[src/logic/mls_pkg.sv]
package mls_pkg;

  // ----------------------------------------
  // register map
  // ----------------------------------------
  localparam logic [11:0] MLS_CTRL_OFS = 12'h000;
  localparam logic [11:0] MLS_CFG_OFS = 12'h004;
  localparam logic [11:0] MLS_STAT_OFS = 12'h008;
  localparam int unsigned MLS_ADDR_W = 12;
  localparam int unsigned MLS_DATA_W = 32;

  // control: maintenance request bit sits at bit 5
  localparam int unsigned MLS_CTRL_MAINT_BIT = 5;

  // configuration switches and straps
  localparam int unsigned MLS_CFG_DIFF_BIT = 0;
  localparam int unsigned MLS_CFG_EXTCLK_BIT = 1;
  localparam int unsigned MLS_CFG_DSR_FORCE_BIT = 2;
  localparam int unsigned MLS_CFG_RTS_FORCE_BIT = 3;
  localparam int unsigned MLS_CFG_HS_BIT = 4;

  // status
  localparam int unsigned MLS_ST_DSR_BIT = 0;
  localparam int unsigned MLS_ST_CTS_BIT = 1;
  localparam int unsigned MLS_ST_RING_BIT = 2;
  localparam int unsigned MLS_ST_PERMIT_BIT = 3;
  localparam int unsigned MLS_ST_TXEN_BIT = 4;
  localparam int unsigned MLS_ST_MAINT_BIT = 5;
  localparam int unsigned MLS_ST_MCLK_BIT = 6;

  localparam logic [31:0] MLS_ZERO_WORD = 32'h0000_0000;

  // ----------------------------------------
  // maintenance oscillator
  // ----------------------------------------
  localparam int unsigned MLS_RC_OSC_HZ = 20000;
  localparam int unsigned MLS_MAINT_CLK_HZ = 10000;

  // clock source select code: {run_flag, loop or maintenance}
  typedef enum logic [1:0] {
    MLS_SRC_MODEM = 2'b00,
    MLS_SRC_STEP = 2'b01,
    MLS_SRC_SIM = 2'b10,
    MLS_SRC_MAINT = 2'b11
  } mls_clock_source_mux_t;

  // modem side pins, all asynchronous to clk
  typedef struct packed {
    logic dsr;
    logic cts;
    logic ring;
    logic txc_diff;
    logic txc_se;
    logic rxd_diff;
    logic rxd_se;
    logic rxc_diff;
    logic rxc_se;
    logic cts_int_n;
    logic rc_osc;
  } mls_modem_in_t;

  typedef struct packed {
    logic iface_diff_sel;
    logic ext_clk_en;
    logic dsr_force_strap;
    logic rts_force_strap;
    logic hs_variant;
  } mls_cfg_t;

  typedef struct packed {
    mls_modem_in_t s1;
    mls_modem_in_t s2;
    logic osc_prev;
    logic rc_divider_flop;
    logic icr_maintenance_bit;
    mls_cfg_t cfg;
    logic transmitter_enable;
    logic request_to_send_out;
    logic terminal_ready_out;
    logic receiver_serial_in;
    logic external_clock_out;
    logic tx_clock;
    logic rx_clock;
    logic [31:0] prdata;
    logic pslverr;
  } mls_state_t;

endpackage : mls_pkg

[src/logic/mls_loopback_select.sv]
// Local design decisions: the APB interface to the registers and the register addresses.
`timescale 1ns/1ps

module mls_loopback_select (
  input wire logic clk,
  input wire logic rst,
  input wire logic psel,
  input wire logic penable,
  input wire logic pwrite,
  input wire logic [11:0] paddr,
  input wire logic [31:0] pwdata,
  output logic [31:0] prdata,
  output logic pready,
  output logic pslverr,
  input wire mls_pkg::mls_modem_in_t modem_pins,
  input wire logic loop_request,
  input wire logic request_flop_q,
  input wire logic terminal_ready_flop_n,
  input wire logic run_flag,
  input wire logic half_duplex_flag,
  input wire logic tx_serial_data,
  input wire logic single_step_clk,
  output logic transmitter_enable,
  output logic request_to_send_out,
  output logic terminal_ready_out,
  output logic receiver_serial_in,
  output logic external_clock_out,
  output logic maint_square_clock,
  output logic tx_clock,
  output logic rx_clock
);

  mls_pkg::mls_state_t q;
  mls_pkg::mls_state_t next_q;

  logic dataset_ready_status;
  logic clear_to_send_status;
  logic call_alert_status;
  logic modem_send_permit;
  logic maint_mode;
  logic user_send;
  logic modem_rx_serial;
  logic modem_tx_clk;
  logic modem_rx_clk;
  logic rx_clk_base;
  logic apb_setup;
  logic apb_write;
  mls_pkg::mls_clock_source_mux_t clock_source_mux;

  // ----------------------------------------
  // modem status and mode decode
  // ----------------------------------------
  always_comb
  begin
    // the strap sits ahead of both status and permit, unlike the request-to-send output
    dataset_ready_status = q.cfg.dsr_force_strap | q.s2.dsr;
    clear_to_send_status = q.s2.cts;
    call_alert_status = q.s2.ring;
    modem_send_permit = dataset_ready_status & clear_to_send_status;
    maint_mode = loop_request | q.icr_maintenance_bit;
    // high-speed unit has no level converters, so the integral modem decides
    if (q.cfg.hs_variant)
    begin
      user_send = ~q.s2.cts_int_n;
    end
    else
    begin
      user_send = modem_send_permit;
    end
    // switch closed picks differential; single-ended arrives inverted
    if (q.cfg.iface_diff_sel)
    begin
      modem_tx_clk = q.s2.txc_diff;
      modem_rx_serial = q.s2.rxd_diff;
      modem_rx_clk = q.s2.rxc_diff;
    end
    else
    begin
      modem_tx_clk = ~q.s2.txc_se;
      modem_rx_serial = ~q.s2.rxd_se;
      modem_rx_clk = ~q.s2.rxc_se;
    end
    clock_source_mux = mls_pkg::mls_clock_source_mux_t'({run_flag, maint_mode});
    apb_setup = psel & ~penable;
    apb_write = psel & penable & pwrite;
  end

  // ----------------------------------------
  // next state
  // ----------------------------------------
  always_comb
  begin
    next_q = q;
    // pins pass two flops before anything looks at them
    next_q.s1 = modem_pins;
    next_q.s2 = q.s1;
    // oscillator divider has no enable: it toggles on every rising edge
    next_q.osc_prev = q.s2.rc_osc;
    if (q.s2.rc_osc & ~q.osc_prev)
    begin
      next_q.rc_divider_flop = ~q.rc_divider_flop;
    end

    // transmitter is only ever enabled through this mux
    if (maint_mode)
    begin
      next_q.transmitter_enable = request_flop_q;
      next_q.receiver_serial_in = tx_serial_data;
    end
    else
    begin
      next_q.transmitter_enable = user_send;
      next_q.receiver_serial_in = modem_rx_serial;
    end
    // force strap sits after the mux, so it also wins in maintenance
    next_q.request_to_send_out = q.cfg.rts_force_strap
      | (~maint_mode & request_flop_q);
    next_q.terminal_ready_out = ~maint_mode & ~terminal_ready_flop_n;
    next_q.external_clock_out = q.cfg.ext_clk_en & q.rc_divider_flop;

    case (clock_source_mux)
      mls_pkg::MLS_SRC_MODEM:
      begin
        next_q.tx_clock = modem_tx_clk;
        rx_clk_base = modem_rx_clk;
      end
      mls_pkg::MLS_SRC_STEP:
      begin
        next_q.tx_clock = single_step_clk;
        rx_clk_base = single_step_clk;
      end
      mls_pkg::MLS_SRC_SIM:
      begin
        // modem clock pins carry the turned-around maintenance clock here
        next_q.tx_clock = modem_tx_clk;
        rx_clk_base = modem_rx_clk;
      end
      mls_pkg::MLS_SRC_MAINT:
      begin
        next_q.tx_clock = q.rc_divider_flop;
        rx_clk_base = q.rc_divider_flop;
      end
      default:
      begin
        next_q.tx_clock = modem_tx_clk;
        rx_clk_base = modem_rx_clk;
      end
    endcase
    next_q.rx_clock = rx_clk_base & ~(request_flop_q & half_duplex_flag);

    // ----------------------------------------
    // apb slave
    // ----------------------------------------
    // read data is captured in setup so the access phase needs no wait
    if (apb_setup)
    begin
      next_q.pslverr = 1'b0;
      next_q.prdata = mls_pkg::MLS_ZERO_WORD;
      case (paddr)
        mls_pkg::MLS_CTRL_OFS:
        begin
          next_q.prdata[mls_pkg::MLS_CTRL_MAINT_BIT] = q.icr_maintenance_bit;
        end
        mls_pkg::MLS_CFG_OFS:
        begin
          next_q.prdata[mls_pkg::MLS_CFG_DIFF_BIT] = q.cfg.iface_diff_sel;
          next_q.prdata[mls_pkg::MLS_CFG_EXTCLK_BIT] = q.cfg.ext_clk_en;
          next_q.prdata[mls_pkg::MLS_CFG_DSR_FORCE_BIT] = q.cfg.dsr_force_strap;
          next_q.prdata[mls_pkg::MLS_CFG_RTS_FORCE_BIT] = q.cfg.rts_force_strap;
          next_q.prdata[mls_pkg::MLS_CFG_HS_BIT] = q.cfg.hs_variant;
        end
        mls_pkg::MLS_STAT_OFS:
        begin
          next_q.prdata[mls_pkg::MLS_ST_DSR_BIT] = dataset_ready_status;
          next_q.prdata[mls_pkg::MLS_ST_CTS_BIT] = clear_to_send_status;
          next_q.prdata[mls_pkg::MLS_ST_RING_BIT] = call_alert_status;
          next_q.prdata[mls_pkg::MLS_ST_PERMIT_BIT] = modem_send_permit;
          next_q.prdata[mls_pkg::MLS_ST_TXEN_BIT] = q.transmitter_enable;
          next_q.prdata[mls_pkg::MLS_ST_MAINT_BIT] = maint_mode;
          next_q.prdata[mls_pkg::MLS_ST_MCLK_BIT] = q.rc_divider_flop;
        end
        default:
        begin
          next_q.pslverr = 1'b1;
        end
      endcase
    end
    if (apb_write)
    begin
      case (paddr)
        mls_pkg::MLS_CTRL_OFS:
        begin
          next_q.icr_maintenance_bit = pwdata[mls_pkg::MLS_CTRL_MAINT_BIT];
        end
        mls_pkg::MLS_CFG_OFS:
        begin
          next_q.cfg.iface_diff_sel = pwdata[mls_pkg::MLS_CFG_DIFF_BIT];
          next_q.cfg.ext_clk_en = pwdata[mls_pkg::MLS_CFG_EXTCLK_BIT];
          next_q.cfg.dsr_force_strap = pwdata[mls_pkg::MLS_CFG_DSR_FORCE_BIT];
          next_q.cfg.rts_force_strap = pwdata[mls_pkg::MLS_CFG_RTS_FORCE_BIT];
          next_q.cfg.hs_variant = pwdata[mls_pkg::MLS_CFG_HS_BIT];
        end
        default:
        begin
          next_q.icr_maintenance_bit = q.icr_maintenance_bit;
        end
      endcase
    end
  end

  always_ff @(posedge clk)
  begin
    if (rst)
    begin
      q <= '0;
    end
    else
    begin
      q <= next_q;
    end
  end

  // ----------------------------------------
  // outputs
  // ----------------------------------------
  assign prdata = q.prdata;
  assign pready = 1'b1;
  assign pslverr = q.pslverr & psel & penable;
  assign transmitter_enable = q.transmitter_enable;
  assign request_to_send_out = q.request_to_send_out;
  assign terminal_ready_out = q.terminal_ready_out;
  assign receiver_serial_in = q.receiver_serial_in;
  assign external_clock_out = q.external_clock_out;
  assign maint_square_clock = q.rc_divider_flop;
  assign tx_clock = q.tx_clock;
  assign rx_clock = q.rx_clock;
endmodule : mls_loopback_select

[config.mk]
export PLATFORM = sky130hd
export DESIGN_NAME = mls_loopback_select
export DESIGN_NICKNAME = d
export VERILOG_FILES = /design/src/logic/mls_pkg.sv /design/src/logic/mls_loopback_select.sv
export SDC_FILE = /design/constraint.sdc
export NUM_CORES = 1
export LEC_CHECK = 0
export ABC_AREA = 1
export BUFFER_PORTS_ARGS = -buffer_cell sky130_fd_sc_hd__buf_2
export CAP_MARGIN = 20
export CORE_ASPECT_RATIO = 0.7
export CORE_UTILIZATION = 41
export CTS_BUF_LIST = sky130_fd_sc_hd__clkbuf_4 sky130_fd_sc_hd__clkbuf_8
export DETAILED_ROUTE_END_ITERATION = 16
export GPL_TIMING_DRIVEN = 0
export PLACE_DENSITY = 0.78
export REMOVE_ABC_BUFFERS = 1
export SLEW_MARGIN = 25
export SYNTH_ARGS = -nofsm -noshare
export SYNTH_HDL_FRONTEND = slang
export SYNTH_SLANG_ARGS = --single-unit
[constraint.sdc]
create_clock -name clk -period 0.95 [get_ports clk]
set_input_delay 0.1425 -clock clk [delete_from_list [all_inputs] [get_ports clk]]
set_output_delay 0.1425 -clock clk [all_outputs]
set_load 0.01 [all_outputs]
# [Yosys cells after proc, flatten, opt, wreduce, memory -nomap -nowiden]
# Cells that the tools add are included.
[totals] regBits=45 elab_cells=87
[op_classes] n_eq_ne=5 mux=12 bitwise_logic=25 reduce_logical=6
[ops] op="$and 1x1->1" count=12
[ops] op="$eq 12x3->1 const B" count=1
[ops] op="$eq 12x4->1 const B" count=1
[ops] op="$logic_not 12->1" count=1
[ops] op="$not 1->1" count=10
[ops] op="$pmux 5 s2" count=1
[ops] op="$mux 1" count=8
[ops] op="$pmux 1 s3" count=2
[ops] op="$eq 2x2->1 const B" count=2
[ops] op="$reduce_and 2->1" count=2
[ops] op="$or 1x1->1" count=3
[ops] op="$reduce_or 3->1" count=1
[ops] op="$eq 2x1->1 const B" count=1
[ops] op="$logic_not 2->1" count=1
[ops] op="$pmux 1 s2" count=1
[ops] op="$reduce_or 2->1" count=1

# [Depth between registers and ports, before layout]
[depth] ltp_word=5 depth_mapped=8

# [Worst setup path after synthesis]
# OpenSTA, ideal clock, no wires.
[synth_path] kind="input port to flip-flop" start="in paddr[11]" end="reg q[0] in the netlist's numbering" stages=7 n_path_buf=1 setup_ns=0.117 arrival_time_ns=0.848 slack_ns=-0.015 path_cell_list="nor2_1 nand2_1 nor2_4 buf_6 o211ai_1 nor2_1 nor2_1"
[synth_between] elab_chain_cells=3 elab_cells_between_ends=5
[synth_lines] item="start, declared" line="mls_loopback_select.sv:10" text="input wire logic [11:0] paddr,"
[synth_lines] item="$eq 12x3->1 (tied with other cells)" line="mls_loopback_select.sv:159" text="case (paddr)"
[synth_lines] item="$reduce_or 3->1 (no line) *"
[synth_lines] item="$mux 1 *" line="mls_loopback_select.sv:159"
[synth_lines] item="end signal, assigned" line="mls_loopback_select.sv:219" text="q <= next_q;"
[synth_lines] item="end, declared" line="mls_loopback_select.sv:33" text="mls_pkg::mls_state_t q;"
# Every way passes the cells marked *; elsewhere a longest branch is shown, timed or not.
# A chain may end at the register's enable or synchronous reset.

# [Worst setup path in the final report]
[layout_path] start="reg q[0] in the netlist's numbering" end="out pslverr"
[layout_between] elab_chain_cells=2
[layout_lines] item="$and 1x1->1 (2 in series)" line="mls_loopback_select.sv:228" text="assign pslverr = q.pslverr & psel & penable;"
[layout_lines] item="end, declared" line="mls_loopback_select.sv:14" text="output logic pslverr,"
# Every way passes these cells.

==> out/qor.yml <==
run_status:
  status: "finished, violations left"
  violations: "setup timing"
clocking:
  cts.hold.buffers_added: 0
  ctsLongestPathBuffers: 2
  cts.sink_count: 45
  cts_inserted_buffers: 5
  clk_pin_slew_worst_paths_ns: 0.08
  cts-htree-levels: 2
  worst_skew_pair_latency_ns: 0.29
  ctsRootBufferMaster: "clkbuf_8"
  cts_tree: "done"
drt:
  pre_repair_dr_iteration_count: 4
  finalWirelength_um: 3750
  antenna_violating_nets_post_route: 0
  vias: 1617
  drc: 0
  detail_route.vias_per_cell: 4.22
  drt-initial-drc-count: 91
  wire_per_inst_um: 9.79
floorplan:
  core_um2: 4500
  rows: 20
  pin_count: 109
  die_w_um: 85.3
  die_height_um: 60.3
  dieArea_um2: 5140
  initial_utilization_pct: 44.2
setup_path:
  sequence_of_cells_on_the_critical_path: "nand2_2, nor2_1, buf_2"
  worst_path_max_delay_cell: "dfxtp_2"
  worstPathMaxFanout: 2
  cell_family_with_most_cp_delay: "flip-flops"
  crit_arrival_ns: 0.88
  setup.worst_path.class: "reg -> out"
  critPathBufInv: 1
  crit_end_category: "output port"
  worst_ep_required_time_ns: 0.81
  worst_setup_path_start_kind: "register"
  slowest_delay_ns: 0.34
synth:
  synth.ff_latch_count: 45
  yosysTopAreaCell: "dfxtp_1"
  synthesis.area_um2: 1990
  synth_async_sr_flop_share_pct: 0
  yosysWarningCount: 0
  synth_cell_type_count: 20
  synth.top_cells.by_area: "dfxtp_1 45%, buf_4 13%, nor2_1 12%"
  yosys_top_cell_area_share_pct: 45.3
  synth-main-ff-cell: "dfxtp_1"
  post_synth.cell_area_avg_um2: 7.27
  synth_sequential_area_ratio_pct: 45.3
  synth_edf_count: 0
  netlist_instances: 274
power_and_ir_drop:
  power_density_over_the_cells_nw_per_um2: 1490
  p_leak_nw: 1.27
  vdd_drop_max_mv: 0.824
global_routing:
  gr-usage-met3_pct: 5.80
  gr-max-usage-layer: "met2"
  grt_overall_usage_pct: 14.4
  grt_antenna_before_repair: 0
  grt_pass1_wl_um: 5640
  globalRouteMet1Util_pct: 18.5
  use_met2_pct: 22.5
  grt_start_max_net_pins: 36
  number_of_global_route_vias_before_repair: 1283
  globalRoute.totalOverflow: 0
sta:
  drv_slew: 0
  final_min_period_over_clock_period_pct: 108
  period_minus_slack_ns: 1.03
  setup_viol_count_final: 3
  final_hold_viol_count: 0
  finalWorstSetupSlack_ns: -0.0761
  final.setup_skew_ns: 0.00670
  grt_setup_unrepaired: "yes"
  hold_ws_ns: 0.0208
  fmax_mhz: 975
  fin_tns_setup_ns: -0.128
finish:
  num-nets-final: 395
  diodes: 0
  leading_cell_type_in_the_layout_fill_and_taps_excluded: "nor2_1"
  drive_gt1_share_pct: 30.8
  area.growth.synth_to_final_pct: 21.2
  layout.cells.most_common_list: "57 x nor2_1, 54 x buf_2, 44 x inv_1"
run:
  max-cap-violations: 0
placed_design:
  gpl.final_weighted_congestion: 0.773
  place.port_buffers: 56
  dpl.hpwl_um: 2580
hold_path:
  worst_hold_path_type: "in -> reg"
==> through the flow <==
| stage | util (%) | instances | setup WS, ns | area, µm² | total power, mW |
|---|---|---|---|---|---|
| floorplan | - | 258 | -0.0587 | 1790 | 2.24 |
| global placement | 47.6 | 369 | -0.406 | 2140 | 2.40 |
| detailed placement | 47.6 | 369 | -0.412 | 2140 | 2.41 |
| CTS | 51.1 | 381 | -0.0540 | 2300 | 3.59 |
| global route | 53.6 | 383 | -0.118 | 2410 | 3.78 |
| finish | 53.6 | 383 | -0.0761 | 2410 | 3.60 |
==> worst reg2reg max path: stages (launching register included) <==
cell and delay (ns):
dfxtp_4 0.36, nor2_4 0.13, inv_4 0.07, nor2_4 0.08
inv_2 0.07, a21oi_2 0.09, o21ai_1 0.06, nand2_1 0.06
==> report_power, final <==
group	internal [mW]	total [mW]	switching, mW
clock	0.606	1.19	0.579
sequential	1.96	1.99	0.0297
combinational	0.169	0.422	0.253
==> registers in the layout, summed over array words and instances (netlist names) <==
name / cells
tx_clock: 1
next_q: 12
prdata: 7
terminal_ready_out: 1
maint_square_clock: 1
q: 16
clear_to_send_status: 1
rx_clock: 1
transmitter_enable: 1
call_alert_status: 1
external_clock_out: 1
request_to_send_out: 1
receiver_serial_in: 1
==> final timing paths <==
check,startpoint,to,depth (start not counted),slack [ns]
hold / removal,terminal_ready_flop_n,terminal_ready_out$_SDFF_PP0_,2,0.02
hold reg to reg,next_q[52]$_SDFF_PP0_,q[52]$_SDFF_PP0_,2,0.41
setup reg to reg,q[45]$_SDFFE_PP0P_,transmitter_enable$_SDFF_PP0_,7,-0.03
setup / recovery,q[0]$_SDFFE_PP0P_,pslverr,3,-0.08
==> per-layer routing <==
layer | part of all wire [%] | up-vias
met1 | 46 | 685
li1 | - | 865
met4 | 1.0 | 0
met5 | 0 | -
met3 | 8.7 | 6
met2 | 45 | 61
==> cell families (layout without fill, tap and decap cells) <==
kind of cell           Yosys count  in the layout  share of synthesized area (%)
buffers and inverters           87            117                           23.3
AOI/OAI and AO/OA               17             17                           4.46
DFF                             45             45                           45.3
other                            2             26                          0.377
and+or+nand+nor                123            123                           26.6
==> layout make-up <==
cell class,count,area [µm²]
inverters,47,181
clock buffers,7,90.1
multi-input cells,166,791
fillers,445,2090
flip-flops and latches,45,915
well taps,55,68.8
repair buffers,63,367
==> repair_timing <==
item,4_1_cts,5_1_grt
setup endpoints to repair,15,19
pin swaps,2,5
buffers inserted,5,2
gates resized for setup,11,30
==> synth_stat cells (2+ instances only) <==
cell type and n:
dfxtp_1 45, inv_1 47, nor2_4 2, nor2_1 63
a21oi_1 6, nand2_1 32, buf_2 2, o21ai_0 9
conb_1 2, buf_4 34, nand3_1 21, clkbuf_1 3
Power figures use the tool's default switching activity.
